## config.mk

```make
export PLATFORM = sky130hd
export DESIGN_NAME = sra_adapter_flat
export DESIGN_NICKNAME = d
export VERILOG_FILES = /design/src/sra_pkg.sv /design/src/sra_link_if.sv /design/src/sra_fifo.sv /design/src/sra_adapter.sv /design/src/flat_wrapper.sv
export VERILOG_INCLUDE_DIRS = /design/src
export SDC_FILE = /design/constraint.sdc
export NUM_CORES = 1
export LEC_CHECK = 0
export BUFFER_PORTS_ARGS = -buffer_cell sky130_fd_sc_hd__buf_2
export CORE_UTILIZATION = 32
export DETAILED_ROUTE_END_ITERATION = 8
export HOLD_SLACK_MARGIN = 0.06
export PLACE_DENSITY = 0.5
export SLEW_MARGIN = 20
export SYNTH_ARGS = -nofsm -noshare
export SYNTH_HDL_FRONTEND = slang
export SYNTH_HIERARCHICAL = 1
export SYNTH_SLANG_ARGS = --single-unit
```

## constraint.sdc

```tcl
create_clock -name clock_i -period 4.05 [get_ports clock_i]
set_input_delay 0.6075 -clock clock_i [delete_from_list [all_inputs] [get_ports clock_i]]
set_output_delay 0.6075 -clock clock_i [all_outputs]
set_load 0.02 [all_outputs]
```

## src/sra_map.svh

```systemverilog
// Constants for the rate adaptation block
// What this block does
// - 2.5G mode runs byte interface at 312.5 MHz
// - No 250 or 25 Mb/s modes in 2.5G
// - Core ignores speed; slow rates repeat bytes
// - Client holds each byte 10 clocks at 100M
// - Client holds each byte 100 clocks at 10M
// - Client leaves the inter-frame gap to the user stream
// - Receive bytes repeated 10 clocks at 100M
// - Receive bytes repeated 100 clocks at 10M
// - Client samples receive bytes once per period
// - Client gives full bytes unless nibble mode
// - Enable rate 125/312.5, 12.5, 1.25 MHz
// - Nibble mode converts bytes and nibbles
// - Transmit data registered, passed to core
// - Client changes transmit data on enable only
// - Nibble mode at 1G takes full bytes
// - Slow nibble mode assembles low nibbles
// - Start delimiter realigned by one nibble
// - Full speed: one byte per clock
// - Transmit fault carried through to partner
// - Fault with 0F extension, 1F late error
`ifndef SRA_MAP_SVH
`define SRA_MAP_SVH
`define SRA_DIV_100M 7'h0A
`define SRA_DIV_10M 7'h64
`define SRA_SFD 8'hD5
`define SRA_SFD_SPLIT 8'h5D
`define SRA_EXT_CODE 8'h0F
`define SRA_LATE_ERR 8'h1F
`define SRA_FIFO_DEPTH 32
`endif

```

## src/sra_pkg.sv

```systemverilog
// Types for the rate adaptation block
package sra_pkg;
    typedef enum logic [1:0] {
        SRA_SPD_10M,
        SRA_SPD_100M,
        SRA_SPD_1G
    } sra_speed_t;
    typedef struct packed {
        logic [7:0] data;
        logic en;
        logic fault;
    } sra_beat_t;
endpackage

```

## src/sra_link_if.sv

```systemverilog
// Client-side byte link between the adaptation end and the client end
interface sra_link_if;
    logic [7:0] txd;
    logic tx_en;
    logic client_tx_fault;
    logic [7:0] rxd;
    logic rx_dv;
    logic client_rx_fault;
    logic clk_en;
    logic ddr_clk_en;
    modport adapter (input txd, input tx_en, input client_tx_fault,
        output rxd, output rx_dv, output client_rx_fault, output clk_en, output ddr_clk_en);
    modport client (output txd, output tx_en, output client_tx_fault,
        input rxd, input rx_dv, input client_rx_fault, input clk_en, input ddr_clk_en);
endinterface

```

## src/sra_fifo.sv

```systemverilog
// Synchronous valid/ready FIFO
module sra_fifo #(
    parameter int WIDTH = 10,
    parameter int DEPTH = 32
) (
    input wire logic clock_i,
    input wire logic resetn_i,
    input wire logic clear_i,
    input wire logic [WIDTH-1:0] in_data_i,
    input wire logic in_valid_i,
    output logic in_ready_o,
    output logic [WIDTH-1:0] out_data_o,
    output logic out_valid_o,
    input wire logic out_ready_i
);
    localparam int AW = $clog2(DEPTH);
    logic [WIDTH-1:0] mem [DEPTH];
    logic [AW-1:0] wr_q, wr_d, rd_q, rd_d;
    logic [AW:0] cnt_q, cnt_d;
    logic push, pop;

    // Handshake terms
    assign in_ready_o = (cnt_q != (AW+1)'(DEPTH));
    assign out_valid_o = (cnt_q != '0);
    assign push = in_valid_i && in_ready_o;
    assign pop = out_valid_o && out_ready_i;
    assign out_data_o = mem[rd_q];

    // Pointer and count update
    always_comb begin
        wr_d = wr_q;
        rd_d = rd_q;
        cnt_d = cnt_q;
        if (clear_i) begin
            wr_d = '0;
            rd_d = '0;
            cnt_d = '0;
        end else begin
            if (push) wr_d = (wr_q == AW'(DEPTH-1)) ? '0 : wr_q + 1'b1;
            if (pop) rd_d = (rd_q == AW'(DEPTH-1)) ? '0 : rd_q + 1'b1;
            cnt_d = cnt_q + (AW+1)'(push) - (AW+1)'(pop);
        end
    end

    always_ff @(posedge clock_i or negedge resetn_i) begin
        if (!resetn_i) begin
            wr_q <= '0;
            rd_q <= '0;
            cnt_q <= '0;
        end else begin
            wr_q <= wr_d;
            rd_q <= rd_d;
            cnt_q <= cnt_d;
        end
    end

    // Storage array
    always_ff @(posedge clock_i) begin
        if (push && !clear_i) begin
            mem[wr_q] <= in_data_i;
        end
    end
endmodule

```

## src/sra_adapter.sv

```systemverilog
// Rate adaptation end facing the fixed-rate core
`include "sra_map.svh"
module sra_adapter import sra_pkg::*; #(
    parameter int FIFO_DEPTH = `SRA_FIFO_DEPTH
) (
    input wire logic clock_i,
    input wire logic resetn_i,
    input wire logic sync_reset_i,
    input wire logic [1:0] speed_i,
    input wire logic nibble_mode_i,
    sra_link_if.adapter link,
    output logic [7:0] core_txd_o,
    output logic core_tx_en_o,
    output logic core_tx_fault_o,
    input wire logic [7:0] core_rxd_i,
    input wire logic core_rx_dv_i,
    input wire logic core_rx_fault_i,
    output logic core_rx_ready_o
);
    // Core runs at ref_clock_125 (or 312.5 MHz in 2.5G); no speed awareness there

    // ------------------------------------------------------------
    // Clock enable divider
    // ------------------------------------------------------------
    logic [6:0] div_q, div_d, div_top;
    logic ce, ce_ddr, ddr_q, ddr_d;
    logic slow;
    assign slow = (speed_i < 2'(SRA_SPD_1G)); // Codes 2 and 3 both run full rate
    always_comb begin
        // Divide ratio per speed
        if (speed_i == 2'(SRA_SPD_10M)) div_top = `SRA_DIV_10M;
        else if (speed_i == 2'(SRA_SPD_100M)) div_top = `SRA_DIV_100M;
        else div_top = 7'h01;
        div_d = (div_q >= div_top - 7'h01) ? 7'h00 : div_q + 7'h01;
        ddr_d = ddr_q;
        if (div_q == ((div_top >> 1) - 7'h01)) ddr_d = 1'b1;
        else ddr_d = 1'b0;
        if (sync_reset_i) begin
            div_d = 7'h00;
            ddr_d = 1'b0;
        end
    end
    assign ce = (div_q == 7'h00) && !sync_reset_i;
    assign ce_ddr = ce || ddr_q;
    always_ff @(posedge clock_i or negedge resetn_i) begin
        if (!resetn_i) begin
            div_q <= 7'h00;
            ddr_q <= 1'b0;
        end else begin
            div_q <= div_d;
            ddr_q <= ddr_d;
        end
    end
    assign link.clk_en = ce;
    assign link.ddr_clk_en = ce_ddr;

    // ------------------------------------------------------------
    // Transmit path
    // ------------------------------------------------------------
    logic [7:0] txd_q, txd_d, hold_q, hold_d;
    logic en_q, en_d, flt_q, flt_d, half_q, half_d, aligned_q, aligned_d;
    logic [3:0] nib_q, nib_d;
    logic [7:0] asm_byte, shift_byte;
    assign asm_byte = {link.txd[3:0], nib_q};
    assign shift_byte = {nib_q, hold_q[7:4]};
    always_comb begin
        txd_d = txd_q;
        en_d = en_q;
        flt_d = flt_q;
        hold_d = hold_q;
        nib_d = nib_q;
        half_d = half_q;
        aligned_d = aligned_q;
        if (nibble_mode_i && slow) begin
            // Assemble low nibbles on the double-rate enable
            if (ce_ddr) begin
                if (!link.tx_en) begin
                    half_d = 1'b0;
                    aligned_d = 1'b0;
                    en_d = 1'b0;
                    flt_d = 1'b0;
                end else if (!half_q) begin
                    nib_d = link.txd[3:0];
                    half_d = 1'b1;
                end else begin
                    half_d = 1'b0;
                    hold_d = asm_byte;
                    // Realign a straddling start delimiter
                    if (!aligned_q && shift_byte == `SRA_SFD && asm_byte != `SRA_SFD) begin
                        aligned_d = 1'b1;
                        half_d = 1'b1;
                        nib_d = link.txd[3:0];
                        txd_d = shift_byte;
                    end else begin
                        if (asm_byte == `SRA_SFD) aligned_d = 1'b1;
                        txd_d = asm_byte;
                    end
                    en_d = 1'b1;
                    flt_d = link.client_tx_fault;
                end
            end
        end else begin
            // Full bytes sampled once per enable
            if (ce) begin
                txd_d = link.txd;
                en_d = link.tx_en;
                flt_d = link.client_tx_fault;
            end
        end
        if (sync_reset_i) begin
            txd_d = 8'h00;
            en_d = 1'b0;
            flt_d = 1'b0;
            half_d = 1'b0;
            aligned_d = 1'b0;
            nib_d = 4'h0;
            hold_d = 8'h00;
        end
    end
    always_ff @(posedge clock_i or negedge resetn_i) begin
        if (!resetn_i) begin
            txd_q <= 8'h00;
            en_q <= 1'b0;
            flt_q <= 1'b0;
            hold_q <= 8'h00;
            nib_q <= 4'h0;
            half_q <= 1'b0;
            aligned_q <= 1'b0;
        end else begin
            txd_q <= txd_d;
            en_q <= en_d;
            flt_q <= flt_d;
            hold_q <= hold_d;
            nib_q <= nib_d;
            half_q <= half_d;
            aligned_q <= aligned_d;
        end
    end
    assign core_txd_o = txd_q;
    assign core_tx_en_o = en_q;
    assign core_tx_fault_o = flt_q;

    // ------------------------------------------------------------
    // Receive path: FIFO then repeat each byte for one enable period
    // ------------------------------------------------------------
    sra_beat_t in_beat, out_beat;
    logic out_valid, out_ready;
    assign in_beat = '{data: core_rxd_i, en: core_rx_dv_i, fault: core_rx_fault_i};
    sra_fifo #(.WIDTH($bits(sra_beat_t)), .DEPTH(FIFO_DEPTH)) u_rx_fifo (
        .clock_i(clock_i),
        .resetn_i(resetn_i),
        .clear_i(sync_reset_i),
        .in_data_i(in_beat),
        .in_valid_i(ce), // One sample per period, core repeats slow bytes
        .in_ready_o(core_rx_ready_o),
        .out_data_o(out_beat),
        .out_valid_o(out_valid),
        .out_ready_i(out_ready)
    );
    logic [7:0] rxd_q, rxd_d;
    logic rdv_q, rdv_d, rflt_q, rflt_d, rhi_q, rhi_d;
    logic [3:0] rnib_q, rnib_d;
    assign out_ready = ce;
    always_comb begin
        rxd_d = rxd_q;
        rdv_d = rdv_q;
        rflt_d = rflt_q;
        rhi_d = rhi_q;
        rnib_d = rnib_q;
        // New byte at each enable, held for the whole period
        if (ce) begin
            rxd_d = out_valid ? out_beat.data : 8'h00;
            rdv_d = out_valid && out_beat.en;
            // Extension 0F and late error 1F pass with fault high
            rflt_d = out_valid && out_beat.fault;
            rnib_d = out_valid ? out_beat.data[7:4] : 4'h0;
            rhi_d = 1'b0;
        end else if (ce_ddr) begin
            rhi_d = 1'b1;
        end
        if (sync_reset_i) begin
            rxd_d = 8'h00;
            rdv_d = 1'b0;
            rflt_d = 1'b0;
            rhi_d = 1'b0;
            rnib_d = 4'h0;
        end
    end
    always_ff @(posedge clock_i or negedge resetn_i) begin
        if (!resetn_i) begin
            rxd_q <= 8'h00;
            rdv_q <= 1'b0;
            rflt_q <= 1'b0;
            rhi_q <= 1'b0;
            rnib_q <= 4'h0;
        end else begin
            rxd_q <= rxd_d;
            rdv_q <= rdv_d;
            rflt_q <= rflt_d;
            rhi_q <= rhi_d;
            rnib_q <= rnib_d;
        end
    end
    // Nibble mode at 10M/100M sends low nibble then high nibble
    assign link.rxd = (nibble_mode_i && slow) ?
        {4'h0, (rhi_q ? rnib_q : rxd_q[3:0])} : rxd_q;
    assign link.rx_dv = rdv_q;
    assign link.client_rx_fault = rflt_q;
endmodule

```

## src/flat_wrapper.sv

```systemverilog
// flat-port wrapper written by rule: the top's interface ports become plain ports
module sra_adapter_flat import sra_pkg::*;
#(
    parameter int FIFO_DEPTH = `SRA_FIFO_DEPTH
)
  (clock_i, resetn_i, sync_reset_i, speed_i, nibble_mode_i, core_txd_o, core_tx_en_o, core_tx_fault_o, core_rxd_i, core_rx_dv_i, core_rx_fault_i, core_rx_ready_o, link_txd, link_tx_en, link_client_tx_fault, link_rxd, link_rx_dv, link_client_rx_fault, link_clk_en, link_ddr_clk_en);
  sra_link_if link_i ();
  input wire logic clock_i;
  input wire logic resetn_i;
  input wire logic sync_reset_i;
  input wire logic [1:0] speed_i;
  input wire logic nibble_mode_i;
  output logic [7:0] core_txd_o;
  output logic core_tx_en_o;
  output logic core_tx_fault_o;
  input wire logic [7:0] core_rxd_i;
  input wire logic core_rx_dv_i;
  input wire logic core_rx_fault_i;
  output logic core_rx_ready_o;
  input wire logic [$bits(link_i.txd)-1:0] link_txd;
  input wire logic [$bits(link_i.tx_en)-1:0] link_tx_en;
  input wire logic [$bits(link_i.client_tx_fault)-1:0] link_client_tx_fault;
  output wire logic [$bits(link_i.rxd)-1:0] link_rxd;
  output wire logic [$bits(link_i.rx_dv)-1:0] link_rx_dv;
  output wire logic [$bits(link_i.client_rx_fault)-1:0] link_client_rx_fault;
  output wire logic [$bits(link_i.clk_en)-1:0] link_clk_en;
  output wire logic [$bits(link_i.ddr_clk_en)-1:0] link_ddr_clk_en;
  assign link_i.txd = link_txd;
  assign link_i.tx_en = link_tx_en;
  assign link_i.client_tx_fault = link_client_tx_fault;
  assign link_rxd = link_i.rxd;
  assign link_rx_dv = link_i.rx_dv;
  assign link_client_rx_fault = link_i.client_rx_fault;
  assign link_clk_en = link_i.clk_en;
  assign link_ddr_clk_en = link_i.ddr_clk_en;
  sra_adapter #(.FIFO_DEPTH(FIFO_DEPTH)) u_core (.clock_i(clock_i), .resetn_i(resetn_i), .sync_reset_i(sync_reset_i), .speed_i(speed_i), .nibble_mode_i(nibble_mode_i), .link(link_i), .core_txd_o(core_txd_o), .core_tx_en_o(core_tx_en_o), .core_tx_fault_o(core_tx_fault_o), .core_rxd_i(core_rxd_i), .core_rx_dv_i(core_rx_dv_i), .core_rx_fault_i(core_rx_fault_i), .core_rx_ready_o(core_rx_ready_o));
endmodule
```

# Word level (Yosys, flattened, before mapping)
# Memories as Yosys holds them, arrays and structs flattened.
# Cells that the tools add are included.
# word_totals
regBits,63
latch_bits,0
mem_bits_rw,320
romBits,0
in_bits,26
mem_count,1
# memory_table
name,words,width,read_ports,rd_ports_with_merged_regs,write_ports,line,rtl
u_core.u_rx_fifo.mem,32,10,1,0,1,sra_fifo.sv:17,logic [WIDTH-1:0] mem [DEPTH];
# op_classes
addsub,7
n_mul,0
div,0
n_lt_le_gt_ge,2
eq_ne,15
shifts,0
muxes,73
bitwise_logic,0
n_reduce_logical,30
# ops
cell,count
two-way mux 8 bit,16
two-way mux 4 bit,11
two-way mux 1 bit,36
two-way mux 5 bit,6
two-way mux 7 bit,3
== test 8 bit (second input constant),2
AND reduction 4 bit,4
nonzero test 2 bit,7
adder 5 x 1 -> 5 bit (second input constant),2
== test 5 bit (second input constant),2
logical AND 1 bit,9
inequality test 3 bit (second input constant),3
inequality test 8 bit (second input constant),1
adder 7 x 1 -> 7 bit (second input constant),1
== test 7 bit,1
>= comparator 7 bit,1
zero test 7 bit,1
subtractor 6 x 1 -> 7 bit (second input constant),1
subtractor 7 x 1 -> 7 bit (second input constant),1
adder 6 x 1 -> 6 bit,1
two-way mux 6 bit,1
inequality test 3 x 2 -> 1 bit (second input constant),2
inequality test 6 bit (second input constant),1
nonzero test 3 bit,2
11 further kinds,12

# Logic depth before layout (Yosys ltp)
# Gate-level depths: netlist of the first run.
# logic_depth
word_depth,9
ltp_mapped,15

# Hierarchy
# Netlist of the first run, hierarchy kept.
# modules_own_cells
module,n_inst,cells_each,area_each_um2,seq_area_each_um2
sra_fifo,1,749,13499.2,10009.6
sra_adapter,1,200,2134.5,975.9

# Worst setup path before layout of the first run
# Ideal clock, no wire load.
# synth_path
path_kind,flip-flop to flip-flop
from,register u_core.div_q[0]
to,register u_core.u_rx_fifo.cnt_q[4]
setup_ns,0.132
arrival_time_ns,3.266
setup_slack_ns,0.652
stages_incl_launch_ff,15
period_less_slack_ns,3.398
path_cell_list,dfrtp_1 inv_1 ha_1 nor4b_4 nand2_1 nor2_1 nand2_1 ha_1 inv_1 ha_1 fa_1 a21oi_1 o21bai_1 xnor2_1 nor2_1
# synth_between
elab_chain_cells,6
# synth_rtl
item,line,rtl
start: declaration,sra_adapter.sv:25,"logic [6:0] div_q, div_d, div_top;"
start signal: assignment,sra_adapter.sv:50,div_q <= div_d;
zero test 7 bit (*),sra_adapter.sv:43,assign ce = (div_q == 7'h00) && !sync_reset_i;
logical AND 1 bit (*),sra_adapter.sv:43,
via link_clk_en,flat_wrapper.sv:26,output wire logic [$bits(link_i.clk_en)-1:0] link_clk_en;
logical AND 1 bit,sra_fifo.sv:25,assign push = in_valid_i && in_ready_o;
adder 6 x 1 -> 6 bit,sra_fifo.sv:41,cnt_d = cnt_q + (AW+1)'(push) - (AW+1)'(pop);
subtractor 6 x 1 -> 6 bit (*),sra_fifo.sv:41,
two-way mux 6 bit (*),sra_fifo.sv:34,if (clear_i) begin
via u_core.u_rx_fifo.cnt_d[4],sra_fifo.sv:19,"logic [AW:0] cnt_q, cnt_d;"
end signal: assignment,sra_fifo.sv:53,cnt_q <= cnt_d;
end: declaration,sra_fifo.sv:19,
# The timed path passes the listed nets; every way through them passes the cells marked *.
# A chain may end at the register's enable or synchronous reset.

# Final worst setup path of the first run
# layout_path
from,register u_core.div_q[0]
to,register u_core.u_rx_fifo.cnt_q[4]
# layout_between
elab_chain_cells,6
# layout_rtl
item,line
zero test 7 bit (*),sra_adapter.sv:43
logical AND 1 bit (*),sra_adapter.sv:43
logical AND 1 bit,sra_fifo.sv:25
adder 6 x 1 -> 6 bit,sra_fifo.sv:41
subtractor 6 x 1 -> 6 bit (*),sra_fifo.sv:41
two-way mux 6 bit (*),sra_fifo.sv:34
via u_core.u_rx_fifo.cnt_d[4],sra_fifo.sv:19
# Marks and branches as above.

==> impl_summary.md, run 1 <==
Cells and area
Cells with a size suffix above 1 make up between 10% and 20% of the layout. The commonest non-fill, non-tap cell in the layout is edfxtp_1. The area growth from synthesis to layout is 15.6%. For this run, the share of the core covered by cells in the final layout is 37.7%. In the layout the commonest cells are edfxtp_1, mux2i_1, nand2_1. After the last flow step, the layout net total stands at 1,098.

Global route
The number of antenna violations at the first check in global routing was 0. The largest net degree at the start of global routing is 84. The via count of the first global-routing pass is 8,709. The residual overflow from global routing is 0.

Global routing used about 15% of the available tracks across all layers. The first global-routing pass estimated 55,400 um of wire.

Synth
In the post-synthesis netlist, the biggest area contributors are edfxtp_1, dfrtp_1, mux2i_1, mux4_2, ha_1. The fraction of the yosys area taken by sequential cells is 70.3%. The cell area after synthesis is approximately 0.016 mm^2. Yosys printed 6 warnings. In the synthesized netlist the async set-or-reset flop fraction comes to 14.7%.

The number of distinct standard cells referenced by the synthesized netlist is 66. The synthesized design contains 320 enable-type register cells. The cell count after synthesis came out at approximately 950. The library cell with the largest summed area after synthesis is edfxtp_1. The commonest register cell after synthesis is edfxtp_1.

In this run, synthesis produced a sequential element count of about 380. Averaged over all synthesized cells, the footprint is 16.5 um^2. After synthesis, the largest area contributor takes up roughly three fifths of total cell area.

Worst hold path
The worst min-delay path class is input pin to async pin.

Setup path
The source of the critical timing path is u_core/div_q[0]. The number of cells on the worst reg-to-reg path is 15. In this run the worst path has a maximum fanout of 10. At the worst endpoint, the required time is around 4.5 ns. In this run the critical register-to-register path is launched from u_core/div_q[0]. STA classifies the critical path startpoint as a flop. The critical path in this run is classified as flop to flop. STA classifies the critical path endpoint as a flop.

The data arrival time of the critical path is between 3 and 4 ns.

CTS
The total CTS buffers is 42. For the worst-skew pair, the clock arrives at the later sink with an insertion delay of between 0.5 and 0.6 ns. The number of clock sinks is roughly 380.

The hold buffer count at CTS is 0. The count of instances resized after the clock tree is built is 0. CTS built an H-tree with a depth of 2. In this run the clock root is driven by a clkbuf_16.

After clock tree synthesis, the clock-pin slew on the worst setup and hold paths is roughly 0.05 ns. The number of buffers inserted by post-CTS setup repair is 0. The CTS tree is done. The clock tree buffer depth is 3.

Outcome
The flow ran to the end, and the final reports show no timing, DRC or antenna violations.

STA
The maximum operating frequency is 0.311 GHz. The hold violation count in the final report came to 0. The number of failing setup endpoints in the final timing report is 0.

Between clock sinks in the finished design, the worst skew comes to 0.0264 ns. The relative slew slack is 38.8%. The final-layout worst hold slack is between 0.15 and 0.2 ns. The total count of max-transition violations in the final report is 0. The period utilization is approximately 79%. The aggregate negative setup slack is 0 ns. For the pin with the worst max-slew slack, the measured transition is between 0.9 and 1 ns. Setup repair after global routing left no endpoint under its margin. The final critical path time including I/O delays and setup is 3.21 ns.

Drt
The routed wire length per instance is between 20 and 25 um. Detailed routing inserted a total of 8,552 vias. The number of routed nets with antenna violations is 0. The violation count after the first detailed-route iteration is 659.

For this run, design rule violations remaining after detail routing come to 0. The ratio of routed vias to standard cells is 5.05. The detailed-routing iteration count for the pre-antenna-repair pass is 4. The final layout contains routed wiring with a total length of 36,000 um.

Run
Across the run, the number of max-cap violations was 0.

Power
The power per cell area is between 500 and 600 mW/mm^2. VDD sags by at most between 200 and 250 uV. For this design the static power due to leakage is ~6.2 nW.

Die
The core region area is approximately 0.048 mm^2. From left edge to right edge, the die measures approximately 220 um. The full die area is approximately 0.050 mm^2. The floorplan has 80 rows. The initial cell density of the core is about a third.

The vertical die dimension is 223 um. The top-level I/O count is 49.

Placed design
Routability-driven placement finished with a final weighted congestion of just under 0.8. The count of port buffers added during placement is between 40 and 50. Detailed placement ended at an HPWL of between 20,000 and 25,000 um.
-- per-layer routing --
metal | share of wire, % | routed length [um] | track usage (%) | vias up
li1 | - | - | - | 3948
met1 | 46 | 16400 | 20.0 | 4404
met4 | 2.3 | 821 | 4.89 | 0
met5 | 0 | 0 | 0 | -
met3 | 3.3 | 1200 | 2.29 | 57
met2 | 49 | 17600 | 24.5 | 143
-- worst max-delay path, cell delays in order (launching register included) --
cell	delay, ns
dfrtp_1	0.44
inv_1	0.10
ha_1	0.15
nor4b_4	0.30
nand2_1	0.17
nor2_1	0.12
buf_4	0.17
nand2_1	0.18
ha_1	0.34
inv_1	0.04
ha_1	0.20
fa_1	0.43
a21oi_1	0.14
o21bai_1	0.09
xnor2_1	0.13
nor2_1	0.05
-- cell families after synthesis --
| logic type | count (synthesis) | synth area share, % |
|---|---|---|
| AOI/OAI and AO/OA | 141 | 6.43 |
| xor gates and xnor gates | 8 | 0.448 |
| adders and majority gates | 26 | 2.13 |
| buffers and inverters | 61 | 1.96 |
| DFF | 375 | 70.3 |
| muxes | 135 | 12.0 |
| other | 1 | 0.0240 |
| and+or+nand+nor | 202 | 6.72 |
-- flip-flops by register name (all words and copies together) (netlist names) --
register	count
u_core/aligned_q	1
u_core/core_tx_en_o	1
u_core/core_tx_fault_o	1
u_core/core_txd_o	8
u_core/ddr_q	1
u_core/div_q	7
u_core/half_q	1
u_core/hold_q	4
u_core/link.client_rx_fault	1
u_core/link.rx_dv	1
u_core/nib_q	4
u_core/rhi_q	1
u_core/rxd_q	8
u_core/u_rx_fifo/cnt_q	6
u_core/u_rx_fifo/mem	320
u_core/u_rx_fifo/rd_q	5
u_core/u_rx_fifo/wr_q	5
-- report_power, final --
part           switching (mW)  internal (mW)  leakage [nW]
Sequential              0.115           4.28          3.62
Clock                    1.51           2.02         0.636
Combinational           0.660          0.519          1.93
-- cells in the mapped netlist, types with 5 or more instances --
cell / count
mux2i_1: 91
buf_4: 6
nand2_1: 55
a21oi_1: 40
a22oi_1: 23
a21o_1: 5
clkbuf_1: 24
ha_1: 25
a221oi_1: 9
dfrtp_1: 55
o21ai_0: 6
o2bb2ai_1: 5
nor2b_1: 6
a211oi_1: 7
xnor2_1: 6
a31oi_1: 6
nor2_1: 49
mux4_2: 34
a22o_1: 23
and2_1: 5
inv_1: 18
edfxtp_1: 320
nand3_1: 41
and3_1: 6
mux4_1: 6
nand3b_1: 5
buf_2: 6
nand2b_1: 5
-- through the flow --
step	worst slack [ns]	power, mW	std cells	area (um^2)
after CTS	0.786	9.25	1693	18100
after global placement	0.871	5.68	1617	16800
final	0.838	9.12	1694	18100
after floorplan	0.652	5.34	950	15600
after detailed placement	0.830	5.69	1617	16800
after global routing	0.476	9.51	1693	18100
-- path summary, 6_finish.rpt --
| kind | endpoint | slack [ns] |
|---|---|---|
| max | u_core/u_rx_fifo/cnt_q[4] | 0.84 |
| max reg2reg | u_core/u_rx_fifo/cnt_q[4] | 0.84 |
| min reg2reg | u_core/rhi_q | 0.50 |
| min in group clock_i | u_core/core_tx_fault_o | 0.33 |
| max in group asynchronous | u_core/rxd_q[5] | 3.05 |
| min | u_core/core_txd_o[3] | 0.16 |
-- final cells by class --
cell class	count	area, um^2
fill	4431	29900
sequential	375	11000
antenna	1	2.50
timing repair buffer	95	606
inverter	18	67.6
clock buffer	54	1160
multi-input combinational	514	4350
clock inverter	22	133
tap	615	769
(Power assumes the default switching activity.)
==> run 2: changes to the inputs <==
clock period = 3.34 ns   (was 4.05 ns; I/O delays follow)
==> impl_summary.md, run 2 (synthesis results as in run 1) <==
Placed design
The weighted congestion at the end of routability-driven global placement is 0.766 (-1.5%). The half-perimeter wire length after detailed placement is 23,300 um (+4.2%). The post-place instance area is 0.0169 mm^2 (+0.81%). The count of port buffers added during placement is 48 (unchanged).

The minimum setup slack after placement is 0.219 ns (-0.611 ns).

Run
The reported max-cap violation count is 0 (unchanged).

Setup path
The critical setup path kind is flop to flop. The maximum single-stage delay on the critical path came to 0.44 ns (about the same). Walking the worst path, the cells encountered are inv_1 -> ha_1 -> nor4b_4 -> nand2_2 -> nor2_4 -> nand2_1 -> inv_1 -> ha_1 -> inv_1 -> ha_1 -> fa_1 -> a21oi_1 -> o21bai_1 -> xnor2_1 -> nor2_1. The kind of cell adding the most delay to the critical path is simple AND/OR/NAND/NOR gates. The data required time at the worst endpoint was 3.75 ns (-0.71 ns). The destination of the critical timing path is u_core/u_rx_fifo/cnt_q[4].

The slowest cell on the critical path is fa_1. The count of cells along the worst register-to-register path is 15 (unchanged). The kind of end point of the critical path is a flop. The critical path buffer and inverter count is 3 (unchanged). The register-to-register setup slack came to 0.36 ns (-0.47 ns). The source of the critical timing path is u_core/div_q[1].

The data arrival time of the critical path is 3.38 ns (-0.25 ns). The cell count along the critical path is 15 (unchanged). The peak fanout along the critical path is 8 (-2). In this run the critical register-to-register path is launched from u_core/div_q[1]. STA classifies the critical path startpoint as a flop. The endpoint of the worst register-to-register path is u_core/u_rx_fifo/cnt_q[4].

Drt
The wire length on met2 came to 17,700 um (+0.84%). The routed wire length on met3 is 1430 um (+19%). The total routed wire length on the met1 layer was 16,900 um (+2.7%). The wire length reported by the detailed router is 36,400 um (+1.2%). The via count was 8,672 (+1.4%).

The detailed-routing iteration count for the pre-antenna-repair pass was 5 (+1). The ratio of routed vias to standard cells came to 5.08 (+0.57%). The violation count after the first detailed-route iteration is 608 (-7.7%). The number of routed nets with antenna violations is 0 (unchanged). In this run the top signal layer used is met4. The count of unresolved DRC violations after routing came to 0 (unchanged). The routed wire length per instance is 21.3 um (+0.36%).

Global route
The via count of the first global-routing pass is 8,603 (-1.2%). The global router's overall resource usage was 14.9% (+0.088 points). The residual overflow from global routing is 0 (unchanged).

The number of antenna violations at the first check in global routing is 0 (unchanged). The first-pass GRT wire length came to 55,400 um (about the same). The largest net degree at the start of global routing is 74 (-12%).

STA
The number of failing setup endpoints in the final timing report was 0 (unchanged). The maximum operating frequency was 0.336 GHz (+7.9%). The worst-case clock skew is 0.0174 ns (-0.00906 ns).

The hold violation count in the final report was 0 (unchanged). Setup repair after global routing left no endpoint under its margin. The relative slew slack is 39.9% (+1.1 points). The period utilization is 89.1% (+9.8 points). The aggregate negative setup slack is 0 ns (unchanged).

The total count of max-transition violations in the final report came to 0 (unchanged). The transition time at the pin with the least slew margin is 0.897 ns (-0.0170 ns). The setup slack of the critical path after layout came to 0.364 ns (-0.474 ns). The final critical path time including I/O delays and setup is 2.98 ns (-0.236 ns).

Die
The vertical die dimension is 223 um (unchanged). The full die area is 0.0497 mm^2 (unchanged). The top-level I/O count came to 49 (unchanged).

The die outline width came to 223 um (unchanged). The core region area is 0.0479 mm^2 (unchanged). The initial cell density of the core is 32.6% (unchanged). The number of cell rows is 80 (unchanged).

CTS
The H-tree depth came to 2 (unchanged). The number of clock sinks was 375 (unchanged). The clock-pin transition on the worst setup and hold timing paths is 0.06 ns (about the same). The insertion delay to the later sink of the worst-skew pair is 0.53 ns (-0.03 ns).

The total CTS buffers was 41 (-2.4%). The CTS tree is done. The clock tree buffer depth is 3 (unchanged). The root cell of the clock tree is clkbuf_16.

The number of buffers inserted by post-CTS setup repair is 0 (unchanged).

Cells and area
The area taken by flip-flops and latches is 0.0110 mm^2 (unchanged). The fraction of layout instances using a drive strength above 1 came to 20.6% (+1.0 points). The number of nets in the final layout came to 1,114 (+1.5%). The commonest non-fill, non-tap cell in the layout is edfxtp_1. In the layout the commonest cells are edfxtp_1, mux2i_1, buf_4. Relative to the synthesized area, the layout overhead comes to 16.6%. The flip-flop count of the largest register after layout is 320 (unchanged).

The register with the most flip-flops in the final layout is u_core/u_rx_fifo/mem. The number of fill cells in the layout was 4,455 (+0.54%). The area occupied by multi-input gates is 0.00436 mm^2 (+0.23%).

The area of all placed cells without fillers was 0.0182 mm^2 (+0.84%).

Worst hold path
The worst min-delay path class is input pin to flop.

Power
The leakage power summed over all cells is 6.27 nW (+1.2%). The maximum resistive drop on vdd came to 400 uV (+62%). The power per cell area is 612 mW/mm^2 (+21%).

Outcome
The flow ran to the end, and the final reports show no timing, DRC or antenna violations.
run 2: worst min path at each step:
stage / startpoint / endpoint / slack, ns / cells after the start
floorplan: resetn_i / u_core/aligned_q / 0.21 / 0
global placement: u_core/core_txd_o[5] / u_core/core_txd_o[5] / 0.47 / 1
detailed placement: u_core/core_txd_o[2] / u_core/core_txd_o[2] / 0.47 / 1
CTS: link_client_tx_fault / u_core/core_tx_fault_o / 0.21 / 3
global route: link_client_tx_fault / u_core/core_tx_fault_o / 0.22 / 3
finish: link_client_tx_fault / u_core/core_tx_fault_o / 0.23 / 3
run 2: area by class of cell:
cell class | instances | share of cell area (%)
flip-flops and latches | 375 | 60.3
multi-input cells | 514 | 23.9
clock buffers | 56 | 6.28
well taps | 615 | 4.22
repair buffers | 112 | 4.11
clock inverters | 16 | 0.776
inverters | 18 | 0.371
diodes | 2 | 0.0275
run 2: worst register-to-register path: stages, from the launching register on:
cell,delay [ns]
dfrtp_1,0.42
inv_1,0.09
ha_1,0.15
nor4b_4,0.35
nand2_2,0.17
nor2_4,0.18
nand2_1,0.18
inv_1,0.09
ha_1,0.12
inv_1,0.04
ha_1,0.21
fa_1,0.44
a21oi_1,0.14
o21bai_1,0.08
xnor2_1,0.13
nor2_1,0.05
run 2: per-layer routing:
layer | GRT usage, % | up-vias
met4 | 3.05 | 0
met1 | 20.8 | 4482
met3 | 2.41 | 39
li1 | - | 3982
met2 | 24.6 | 169
met5 | 0 | -
run 2: power by group:
part | internal [mW] | switching [mW] | total [mW]
clock | 2.56 | 1.78 | 4.33
combinational | 0.646 | 0.844 | 1.49
sequential | 5.20 | 0.127 | 5.32
run 2: stage by stage:
stage                     total power [mW]  utilization (%)  cells  hold slack, ns
after global placement                6.93             35.3   1633           0.475
after CTS                             11.3             38.0   1706           0.211
after floorplan                       6.47                -    950           0.205
after detailed placement              6.94             35.3   1633           0.469
after global routing                  11.6             38.0   1706           0.215
final                                 11.1             38.0   1708           0.230
run 2: what timing repair did:
action,in CTS,in global routing
hold endpoints to repair,29,0
hold buffers,1,0
endpoints found under the setup margin,0,1
resized for setup,0,2
